`src/core/clk_startup_regs.vh`:
```
/*
 * Constants for the clock source and start-up delay block: register
 * offsets, field positions, reset values and start-up cycle counts.
 * Assumes it is included by bare name from the design files only.
 */
`ifndef CLK_STARTUP_REGS_VH
`define CLK_STARTUP_REGS_VH

// Register byte offsets
`define OFS_CTRL        4'h0
`define OFS_STATUS      4'h4
`define OFS_CONFIG      4'h8

// Control register bits (write one to request)
`define CTRL_DOWN_BIT   0
`define CTRL_NOISE_BIT  1

// Config register fields
`define CFG_KIND_LSB    0
`define CFG_RANGE_LSB   5
`define CFG_WAKE_LSB    7
`define CFG_REXT_LSB    10
`define CFG_FULL_BIT    12
`define CFG_CAP_BIT     13
`define CFG_SRC_LSB     16
`define CFG_SUT_LSB     20
`define CFG_SWING_BIT   22

// Source kinds, one-hot
`define KIND_XTAL       5'h01
`define KIND_LFXTAL     5'h02
`define KIND_EXTRC      5'h04
`define KIND_INTRC      5'h08
`define KIND_EXTCLK     5'h10

// Factory default fuse image
`define FUSE_SRC_RESET  4'h1
`define FUSE_SUT_RESET  2'h2
`define FUSE_SWING_RESET 1'h1

// Wake delay selectors
`define WAKE_6          3'h0
`define WAKE_18         3'h1
`define WAKE_258        3'h2
`define WAKE_1K         3'h3
`define WAKE_16K        3'h4
`define WAKE_32K        3'h5

// Reset extra selectors
`define REXT_NONE       2'h0
`define REXT_SHORT      2'h1
`define REXT_LONG       2'h2

// Start-up cycle counts
`define CYC_6           17'h00006
`define CYC_18          17'h00012
`define CYC_258         17'h00102
`define CYC_1K          17'h00400
`define CYC_16K         17'h04000
`define CYC_32K         17'h08000
`define WDT_SHORT_CYC   17'h01000
`define WDT_LONG_CYC    17'h10000

`endif

```
`src/core/startup_counter.v`:
```
/*
 * Tick counter for start-up delays: loads a cycle count on start and
 * pulses done after that many tick enables.
 * Assumes tick is a one-cycle enable synchronous to clk_sys.
 */
`timescale 1ns/1ps
module startup_counter (
	// Clock and reset
	input  wire        clk_sys,
	input  wire        rst_b,
	// Control
	input  wire        start,
	input  wire [16:0] limit,
	input  wire        tick,
	// Result
	output reg         done_r,
	output reg         busy_r
);
	reg [16:0] cnt_r;

	// Count ticks until the loaded limit is reached
	always @(posedge clk_sys or negedge rst_b) begin
		if (!rst_b) begin
			cnt_r  <= 17'h00000;
			busy_r <= 1'b0;
			done_r <= 1'b0;
		end else begin
			done_r <= 1'b0;
			if (start) begin
				cnt_r  <= limit;
				busy_r <= 1'b1;
			end else if (busy_r && tick) begin
				cnt_r <= cnt_r - 17'h00001;
				if (cnt_r == 17'h00001) begin
					busy_r <= 1'b0;
					done_r <= 1'b1;
				end
			end
		end
	end
endmodule // startup_counter

```
`src/core/clock_source_startup_select.v`:
```
/*
 * Clock source selection and start-up sequencing. Decodes the fuse
 * image, times the reset extension on the watchdog oscillator and the
 * stabilisation on the selected source, and gates the core clocks.
 * Assumes fuse inputs are stable at reset release, wdt_tick and
 * src_tick are one-cycle enables per oscillator cycle, and software
 * reaches the registers over Avalon-MM with waitrequest.
 */
`timescale 1ns/1ps
`include "clk_startup_regs.vh"
module clock_source_startup_select #(
	parameter [16:0] WDT_SHORT = `WDT_SHORT_CYC,
	parameter [16:0] WDT_LONG  = `WDT_LONG_CYC,
	parameter [16:0] SRC_16K   = `CYC_16K,
	parameter [16:0] SRC_32K   = `CYC_32K
) (
	// Clock and reset
	input  wire        clk_sys,
	input  wire        rst_b,
	// Fuse image
	input  wire [3:0]  source_select_fuses,
	input  wire [1:0]  startup_time_fuses,
	input  wire        swing_option_fuse,
	// Oscillator ticks and wake event
	input  wire        wdt_tick,
	input  wire        src_tick,
	input  wire        wake_req,
	// Avalon-MM slave
	input  wire [3:0]  avs_address,
	input  wire        avs_read,
	input  wire        avs_write,
	input  wire [31:0] avs_writedata,
	output reg  [31:0] avs_readdata,
	output reg         avs_waitrequest,
	// Oscillator control
	output reg  [4:0]  source_kind_r,
	output reg  [1:0]  range_code_r,
	output reg         amp_full_swing_r,
	output reg         load_caps_on_r,
	output reg         osc_enable_r,
	// Clock gating and core hold
	output reg         cpu_reset_hold_r,
	output reg         cpu_clk_en_r,
	output reg         io_clk_en_r,
	output reg         converter_clk_en_r
);
	// Sequencer states, one-hot
	localparam [5:0] S_LOAD  = 6'h01;
	localparam [5:0] S_RSTX  = 6'h02;
	localparam [5:0] S_STAB  = 6'h04;
	localparam [5:0] S_RUN   = 6'h08;
	localparam [5:0] S_DOWN  = 6'h10;
	localparam [5:0] S_NOISE = 6'h20;

	reg  [5:0]  state_r;
	reg  [5:0]  state_nxt;
	reg  [3:0]  src_r;
	reg  [1:0]  sut_r;
	reg         swing_r;
	reg  [2:0]  wake_sel_r;
	reg  [1:0]  rext_sel_r;
	reg         boot_r;
	reg         cnt_start_r;
	reg  [16:0] cnt_limit_r;
	wire        cnt_done;
	wire        cnt_busy;
	wire        cnt_tick;
	wire        req;
	wire        take;
	wire [4:0]  kind_dec;
	wire [2:0]  wake_dec;
	wire [1:0]  rext_dec;
	wire        swing_prog;

	// Source kind from the four select bits
	function [4:0] kind_of;
		input [3:0] s;
		begin
			if (s >= 4'hA)
				kind_of = `KIND_XTAL;
			else if (s == 4'h9)
				kind_of = `KIND_LFXTAL;
			else if (s >= 4'h5)
				kind_of = `KIND_EXTRC;
			else if (s >= 4'h1)
				kind_of = `KIND_INTRC;
			else
				kind_of = `KIND_EXTCLK;
		end
	endfunction

	// Wake delay selector for source and start-up code
	function [2:0] wake_of;
		input [3:0] s;
		input [1:0] t;
		reg   [4:0] k;
		begin
			k = kind_of(s);
			wake_of = `WAKE_6;
			case (k)
			`KIND_XTAL: begin
				case ({s[0], t})
				3'h0, 3'h1: wake_of = `WAKE_258;
				3'h2, 3'h3, 3'h4: wake_of = `WAKE_1K;
				default: wake_of = `WAKE_16K;
				endcase
			end
			`KIND_LFXTAL: begin
				wake_of = (t[1]) ? `WAKE_32K : `WAKE_1K;
			end
			`KIND_EXTRC: begin
				wake_of = (t == 2'h3) ? `WAKE_6 : `WAKE_18;
			end
			default: begin
				wake_of = `WAKE_6;
			end
			endcase
		end
	endfunction

	// Reset extra selector for source and start-up code
	function [1:0] rext_of;
		input [3:0] s;
		input [1:0] t;
		reg   [4:0] k;
		begin
			k = kind_of(s);
			rext_of = `REXT_NONE;
			case (k)
			`KIND_XTAL: begin
				case ({s[0], t})
				3'h0, 3'h3, 3'h6: rext_of = `REXT_SHORT;
				3'h1, 3'h4, 3'h7: rext_of = `REXT_LONG;
				default: rext_of = `REXT_NONE;
				endcase
			end
			`KIND_LFXTAL: begin
				rext_of = (t == 2'h0) ? `REXT_SHORT : `REXT_LONG;
			end
			`KIND_EXTRC: begin
				case (t)
				2'h0: rext_of = `REXT_NONE;
				2'h2: rext_of = `REXT_LONG;
				default: rext_of = `REXT_SHORT;
				endcase
			end
			default: begin
				case (t)
				2'h0: rext_of = `REXT_NONE;
				2'h1: rext_of = `REXT_SHORT;
				default: rext_of = `REXT_LONG;
				endcase
			end
			endcase
		end
	endfunction

	// Cycle count for a wake selector
	function [16:0] wake_cycles;
		input [2:0] w;
		begin
			case (w)
			`WAKE_6:   wake_cycles = `CYC_6;
			`WAKE_18:  wake_cycles = `CYC_18;
			`WAKE_258: wake_cycles = `CYC_258;
			`WAKE_1K:  wake_cycles = `CYC_1K;
			`WAKE_16K: wake_cycles = SRC_16K;
			default:   wake_cycles = SRC_32K;
			endcase
		end
	endfunction

	// Decode straight from the fuse pins while loading
	assign kind_dec   = kind_of(source_select_fuses);
	assign wake_dec   = wake_of(source_select_fuses, startup_time_fuses);
	assign rext_dec   = rext_of(source_select_fuses, startup_time_fuses);
	assign swing_prog = ~swing_option_fuse;
	assign cnt_tick   = (state_r == S_RSTX) ? wdt_tick : src_tick;
	assign req        = avs_read | avs_write;
	assign take       = req & ~avs_waitrequest;

	startup_counter u_cnt (
		.clk_sys (clk_sys),
		.rst_b   (rst_b),
		.start   (cnt_start_r),
		.limit   (cnt_limit_r),
		.tick    (cnt_tick),
		.done_r  (cnt_done),
		.busy_r  (cnt_busy)
	);

	// Fuse capture at reset release, held until the next reset
	always @(posedge clk_sys or negedge rst_b) begin
		if (!rst_b) begin
			src_r            <= `FUSE_SRC_RESET;
			sut_r            <= `FUSE_SUT_RESET;
			swing_r          <= `FUSE_SWING_RESET;
			source_kind_r    <= `KIND_INTRC;
			wake_sel_r       <= `WAKE_6;
			rext_sel_r       <= `REXT_LONG;
			range_code_r     <= 2'h0;
			amp_full_swing_r <= 1'b0;
			load_caps_on_r   <= 1'b0;
		end else if (state_r == S_LOAD) begin
			src_r            <= source_select_fuses;
			sut_r            <= startup_time_fuses;
			swing_r          <= swing_option_fuse;
			source_kind_r    <= kind_dec;
			wake_sel_r       <= wake_dec;
			rext_sel_r       <= rext_dec;
			amp_full_swing_r <= (kind_dec == `KIND_XTAL) & swing_prog;
			load_caps_on_r   <= swing_prog & (kind_dec != `KIND_XTAL)
				& (kind_dec != `KIND_INTRC);
			case (kind_dec)
			`KIND_XTAL:   range_code_r <= swing_prog ? 2'h3
				: source_select_fuses[2:1] - 2'h1;
			`KIND_EXTRC:  range_code_r <= source_select_fuses[1:0] - 2'h1;
			`KIND_INTRC:  range_code_r <= source_select_fuses[1:0] - 2'h1;
			default:      range_code_r <= 2'h0;
			endcase
		end
	end

	// Next state of the start-up sequencer
	always @* begin
		state_nxt = state_r;
		case (state_r)
		S_LOAD: begin
			state_nxt = (rext_dec == `REXT_NONE) ? S_STAB : S_RSTX;
		end
		S_RSTX: begin
			if (cnt_done)
				state_nxt = S_STAB;
		end
		S_STAB: begin
			if (cnt_done)
				state_nxt = S_RUN;
		end
		S_RUN: begin
			if (take && avs_write && avs_address == `OFS_CTRL) begin
				if (avs_writedata[`CTRL_DOWN_BIT])
					state_nxt = S_DOWN;
				else if (avs_writedata[`CTRL_NOISE_BIT])
					state_nxt = S_NOISE;
			end
		end
		S_DOWN: begin
			if (wake_req)
				state_nxt = S_STAB;
		end
		S_NOISE: begin
			if (wake_req)
				state_nxt = S_RUN;
		end
		default: begin
			state_nxt = S_LOAD;
		end
		endcase
	end

	// Sequencer, counter loading and clock gating
	always @(posedge clk_sys or negedge rst_b) begin
		if (!rst_b) begin
			state_r            <= S_LOAD;
			boot_r             <= 1'b1;
			cnt_start_r        <= 1'b0;
			cnt_limit_r        <= 17'h00000;
			cpu_reset_hold_r   <= 1'b1;
			cpu_clk_en_r       <= 1'b0;
			io_clk_en_r        <= 1'b0;
			converter_clk_en_r <= 1'b0;
			osc_enable_r       <= 1'b1;
		end else begin
			state_r     <= state_nxt;
			cnt_start_r <= 1'b0;
			if (state_r == S_LOAD) begin
				cnt_start_r <= 1'b1;
				if (rext_dec == `REXT_NONE)
					cnt_limit_r <= wake_cycles(wake_dec);
				else
					cnt_limit_r <= (rext_dec == `REXT_LONG) ? WDT_LONG : WDT_SHORT;
			end else if ((state_r == S_RSTX && cnt_done)
				|| (state_r == S_DOWN && wake_req)) begin
				cnt_start_r <= 1'b1;
				cnt_limit_r <= wake_cycles(wake_sel_r);
			end
			if (state_nxt == S_RUN)
				boot_r <= 1'b0;
			// Core held at boot until the last start-up count ends
			cpu_reset_hold_r   <= boot_r & (state_nxt != S_RUN);
			cpu_clk_en_r       <= (state_nxt == S_RUN);
			io_clk_en_r        <= (state_nxt == S_RUN);
			converter_clk_en_r <= (state_nxt == S_RUN) || (state_nxt == S_NOISE);
			osc_enable_r       <= (state_nxt != S_DOWN);
		end
	end

	// Avalon slave: one wait cycle, then answer
	always @(posedge clk_sys or negedge rst_b) begin
		if (!rst_b) begin
			avs_waitrequest <= 1'b1;
			avs_readdata    <= 32'h00000000;
		end else begin
			avs_waitrequest <= ~(req & avs_waitrequest);
			if (req && avs_waitrequest) begin
				case (avs_address)
				`OFS_STATUS: avs_readdata <= {24'h000000, cnt_busy, boot_r, state_r};
				`OFS_CONFIG: avs_readdata <= {9'h000, swing_r, sut_r, src_r, 2'h0,
					load_caps_on_r, amp_full_swing_r, rext_sel_r, wake_sel_r,
					range_code_r, source_kind_r};
				default:     avs_readdata <= 32'h00000000;
				endcase
			end
		end
	end
endmodule // clock_source_startup_select

```
`config.mk`:
```
export PLATFORM = sky130hd
export DESIGN_NAME = clock_source_startup_select
export DESIGN_NICKNAME = d
export VERILOG_FILES = /design/src/core/startup_counter.v /design/src/core/clock_source_startup_select.v
export VERILOG_INCLUDE_DIRS = /design/src /design/src/core
export SDC_FILE = /design/constraint.sdc
export NUM_CORES = 1
export LEC_CHECK = 0
export ABC_AREA = 1
export BUFFER_PORTS_ARGS = -buffer_cell sky130_fd_sc_hd__buf_4
export CORE_ASPECT_RATIO = 1.1
export CORE_MARGIN = 2
export CORE_UTILIZATION = 45
export CTS_BUF_LIST = sky130_fd_sc_hd__clkbuf_4
export CTS_CLUSTER_DIAMETER = 100
export DETAILED_ROUTE_END_ITERATION = 6
export PLACE_DENSITY = 0.68
export SLEW_MARGIN = 20
export SYNTH_ARGS = -nofsm -noshare
export SYNTH_HDL_FRONTEND = slang
export SYNTH_SLANG_ARGS = --single-unit
```
`constraint.sdc`:
```
create_clock -name clk_sys -period 3.9 [get_ports clk_sys]
set_clock_uncertainty 0.15 [all_clocks]
set_input_delay 0.195 -clock clk_sys [delete_from_list [all_inputs] [get_ports clk_sys]]
set_output_delay 0.195 -clock clk_sys [all_outputs]
set_load 0.02 [all_outputs]
```
==> flow_summary.ini <==
[run_status]
status = finished clean

[synth]
ys_types = 52
ys_seq_elements = 83
synth_area_mm2 = 0.00443
yosysWarnings = 0
synth_edf_count = 0
syn_avg_cell_area_um2 = 8.31
synthCells = 533
yosysSeqAreaShare_pct = 47.2
ys_async_sr_fraction_pct = 100
synth-main-ff-cell = dfrtp_1

[pwr]
p_leak_nw = 2.56
ir_drop_v = 0.000272
power_density_mw_per_mm2 = 631

[global_routing]
grt_pass1_wl_um = 17600
first_global_vias = 3719
antenna_found_initial = 1
overflow = 0
grt_max_degree = 84
track_usage_pct = 20.6

[floorplan]
dieArea_mm2 = 0.0106
rows = 37
initial_core_util_pct = 46.9
fp.coreArea_mm2 = 0.00944
io_pins = 97
dieWidth_um = 98.6
die_h_um = 108

[timing]
final.setup.tns_ps = 0
relSlewSlack_pct = 50.3
fin_crit_ps = 2370
tightestPinTransition_ps = 746
hold_viol = 0
period_share_pct = 60.7
setup_viol = 0
clock.fmax_ghz = 0.422
holdWs_ps = 9.67
grt_setup_unrepaired = false
slew_viol_final = 0

[clock_network]
clk_latency_ps = 460
cts_buffer_depth = 2
cts_max_level = 3
cts_tree = built
cts_buffers = 9
ctsResizeCount = 0
clkTransAtPathRegs_ps = 140
clock_sinks = 83
post-cts-setup-buffers = 0
clockRootBuffer = clkbuf_4
hold_buffers = 16

[placement]
dp_hpwl_um = 7330
gp_congestion = 0.888
io_buffers = 55

[finish]
drive_above_1_share_pct = 21.4
n_fill_cell = 877
syn_to_final_growth_pct = 17.8
nets = 657
regArea_mm2 = 0.00209
utilization_pct = 55.2
multi_input_area_mm2 = 0.00194

[route]
dr.pass1.iters = 5
final_antenna_net_count = 0
drt_iter0_drc = 204
drcViolationCount = 0
via_per_inst = 5.18
wl_um = 10300
via_count = 3758
wire_per_inst_um = 14.1

[worst_setup_path]
cp_data_arrival_time_ps = 2590
slowest_delay_ps = 580
critPathKind = register to register
worst_path_max_delay_cell = dfstp_2
path_cells = o21ai_2 -> dlygate4sd3_1 -> buf_4 -> inv_1 -> nor2_1 -> a31oi_1
required_ps = 4120
endpoint_kind = register
path_max_fanout = 24
start_kind = register

[job]
cap_viol_max_count = 0

[min_path]
min_path_type = input pin to register
## layer usage
layer  vias to the layer above  part of all wire (%)  wire length [um]  global-route usage (%)
met1                      1774                    45              4580                    26.5
met4                         0                   2.2               224                    8.32
met5                         -                     0                 0                       0
met2                        97                    49              4990                    33.7
li1                       1868                     -                 -                       -
met3                        19                   4.5               466                    4.98
## cells in the mapped netlist (all sizes together), types with 3 or more instances
cell | number | area (um2)
a21oi | 17 | 96.4
a31oi | 7 | 43.8
buf | 18 | 138
clkbuf | 7 | 26.3
dfrtp | 73 | 1830
dfstp | 10 | 263
ha | 5 | 62.6
inv | 72 | 270
nand2 | 124 | 505
nand3 | 38 | 208
nand4 | 15 | 121
nor2 | 58 | 294
nor3 | 11 | 70.1
nor4 | 4 | 31.3
o211ai | 4 | 35.0
o21ai | 36 | 184
o22ai | 8 | 50.1
o31ai | 8 | 60.1
or2 | 3 | 21.3
## registers in the layout, indices dropped and copies added, names as in the netlist, 2 cells and up
register       cells
cnt_limit_r        9
avs_readdata      21
state_r            6
wake_sel_r         3
u_cnt.cnt_r       17
sut_r              2
src_r              4
rext_sel_r         2
range_code_r       2
source_kind_r      5
## per-stage QoR
| stage | setup slack [ps] | instances | cell area, um2 | total power, mW |
|---|---|---|---|---|
| 6_report | 1530 | 725 | 5210 | 3.29 |
| 3_3_place_gp | 1920 | 692 | 4880 | 2.66 |
| 4_1_cts | 1530 | 724 | 5210 | 3.30 |
| 5_1_grt | 1350 | 725 | 5210 | 3.55 |
| 3_5_place_dp | 1870 | 692 | 4880 | 2.69 |
| 2_1_floorplan | 2110 | 543 | 4460 | 2.36 |
## logic make-up after synthesis
group                    count (synthesis)  synth area share (%)
other                                    1                0.0847
adder cells (fa/ha/maj)                  5                  1.41
flip-flops                              83                  47.2
buffers and inverters                   99                  10.0
AND/OR/NAND/NOR                        256                  28.9
AO/OA/AOI/OAI                           86                  11.8
XOR/XNOR                                 3                 0.594
## worst max-delay path: cells and delay by family, from the launching register on
kind | cells | cell delay (ps)
buffers and inverters | 3 | 1240
AND/OR/NAND/NOR | 1 | 70
flip-flops | 1 | 580
AO/OA/AOI/OAI | 2 | 220
## worst paths after layout
check	from	endpoint	slack (ps)	cells after the start
max	avs_waitrequest$_DFF_PN1_	avs_readdata[2]$_DFFE_PN0P_	1530	6
min	avs_address[1]	avs_readdata[13]$_DFFE_PN0P_	10	4
max reg2reg	avs_waitrequest$_DFF_PN1_	avs_readdata[2]$_DFFE_PN0P_	1530	6
min reg2reg	swing_r$_DFFE_PN1P_	swing_r$_DFFE_PN1P_	340	2
max in group asynchronous	rst_b	cnt_start_r$_DFF_PN0_	2900	2
min in group asynchronous	rst_b	converter_clk_en_r$_DFF_PN0_	180	2
## cell usage in the layout (no fill, tap or decap), drive strengths merged
| cell type | netlist | final |
|---|---|---|
| clkinvlp | 0 | 1 |
| o211ai | 4 | 4 |
| o31ai | 8 | 8 |
| nor3b | 1 | 1 |
| o22ai | 8 | 8 |
| ha | 5 | 5 |
| clkinv | 2 | 2 |
| o21a | 1 | 1 |
| a22oi | 1 | 1 |
| a31oi | 7 | 7 |
| nor4 | 4 | 4 |
| conb | 1 | 11 |
| clkbuf | 7 | 11 |
| nand3 | 38 | 38 |
| or2 | 3 | 3 |
| o221ai | 2 | 2 |
| diode | 0 | 1 |
| nand4 | 15 | 15 |
| nor4b | 1 | 1 |
| o32ai | 1 | 1 |
| nor2 | 58 | 58 |
| inv | 72 | 74 |
| xor2 | 1 | 1 |
| dlygate4sd3 | 0 | 16 |
| xnor2 | 2 | 2 |
| nand3b | 1 | 1 |
| nand2 | 124 | 124 |
| dfrtp | 73 | 73 |
| a21oi | 17 | 17 |
| bufinv | 0 | 2 |
| buf | 18 | 57 |
| dfstp | 10 | 10 |
| nor3 | 11 | 11 |
| o21bai | 1 | 1 |
| o21ai | 36 | 36 |
## power breakdown
group	internal, mW	total (mW)	switching, mW	leakage, nW
registers	1.14	1.35	0.205	1.05
clock network	0.279	0.595	0.316	0.0881
logic	0.466	1.35	0.881	1.42
## area by class of cell
cell class / count / share of cell area, %
Sequential cell: 83 / 40.1
Multi-Input combinational cell: 361 / 37.1
Timing Repair Buffer: 73 / 11.4
Inverter: 74 / 5.35
Tap cell: 117 / 2.81
Clock inverter: 5 / 1.63
Clock buffer: 11 / 1.58
Antenna cell: 1 / 0.0480
No activity file was read; power rests on OpenSTA's default activity.
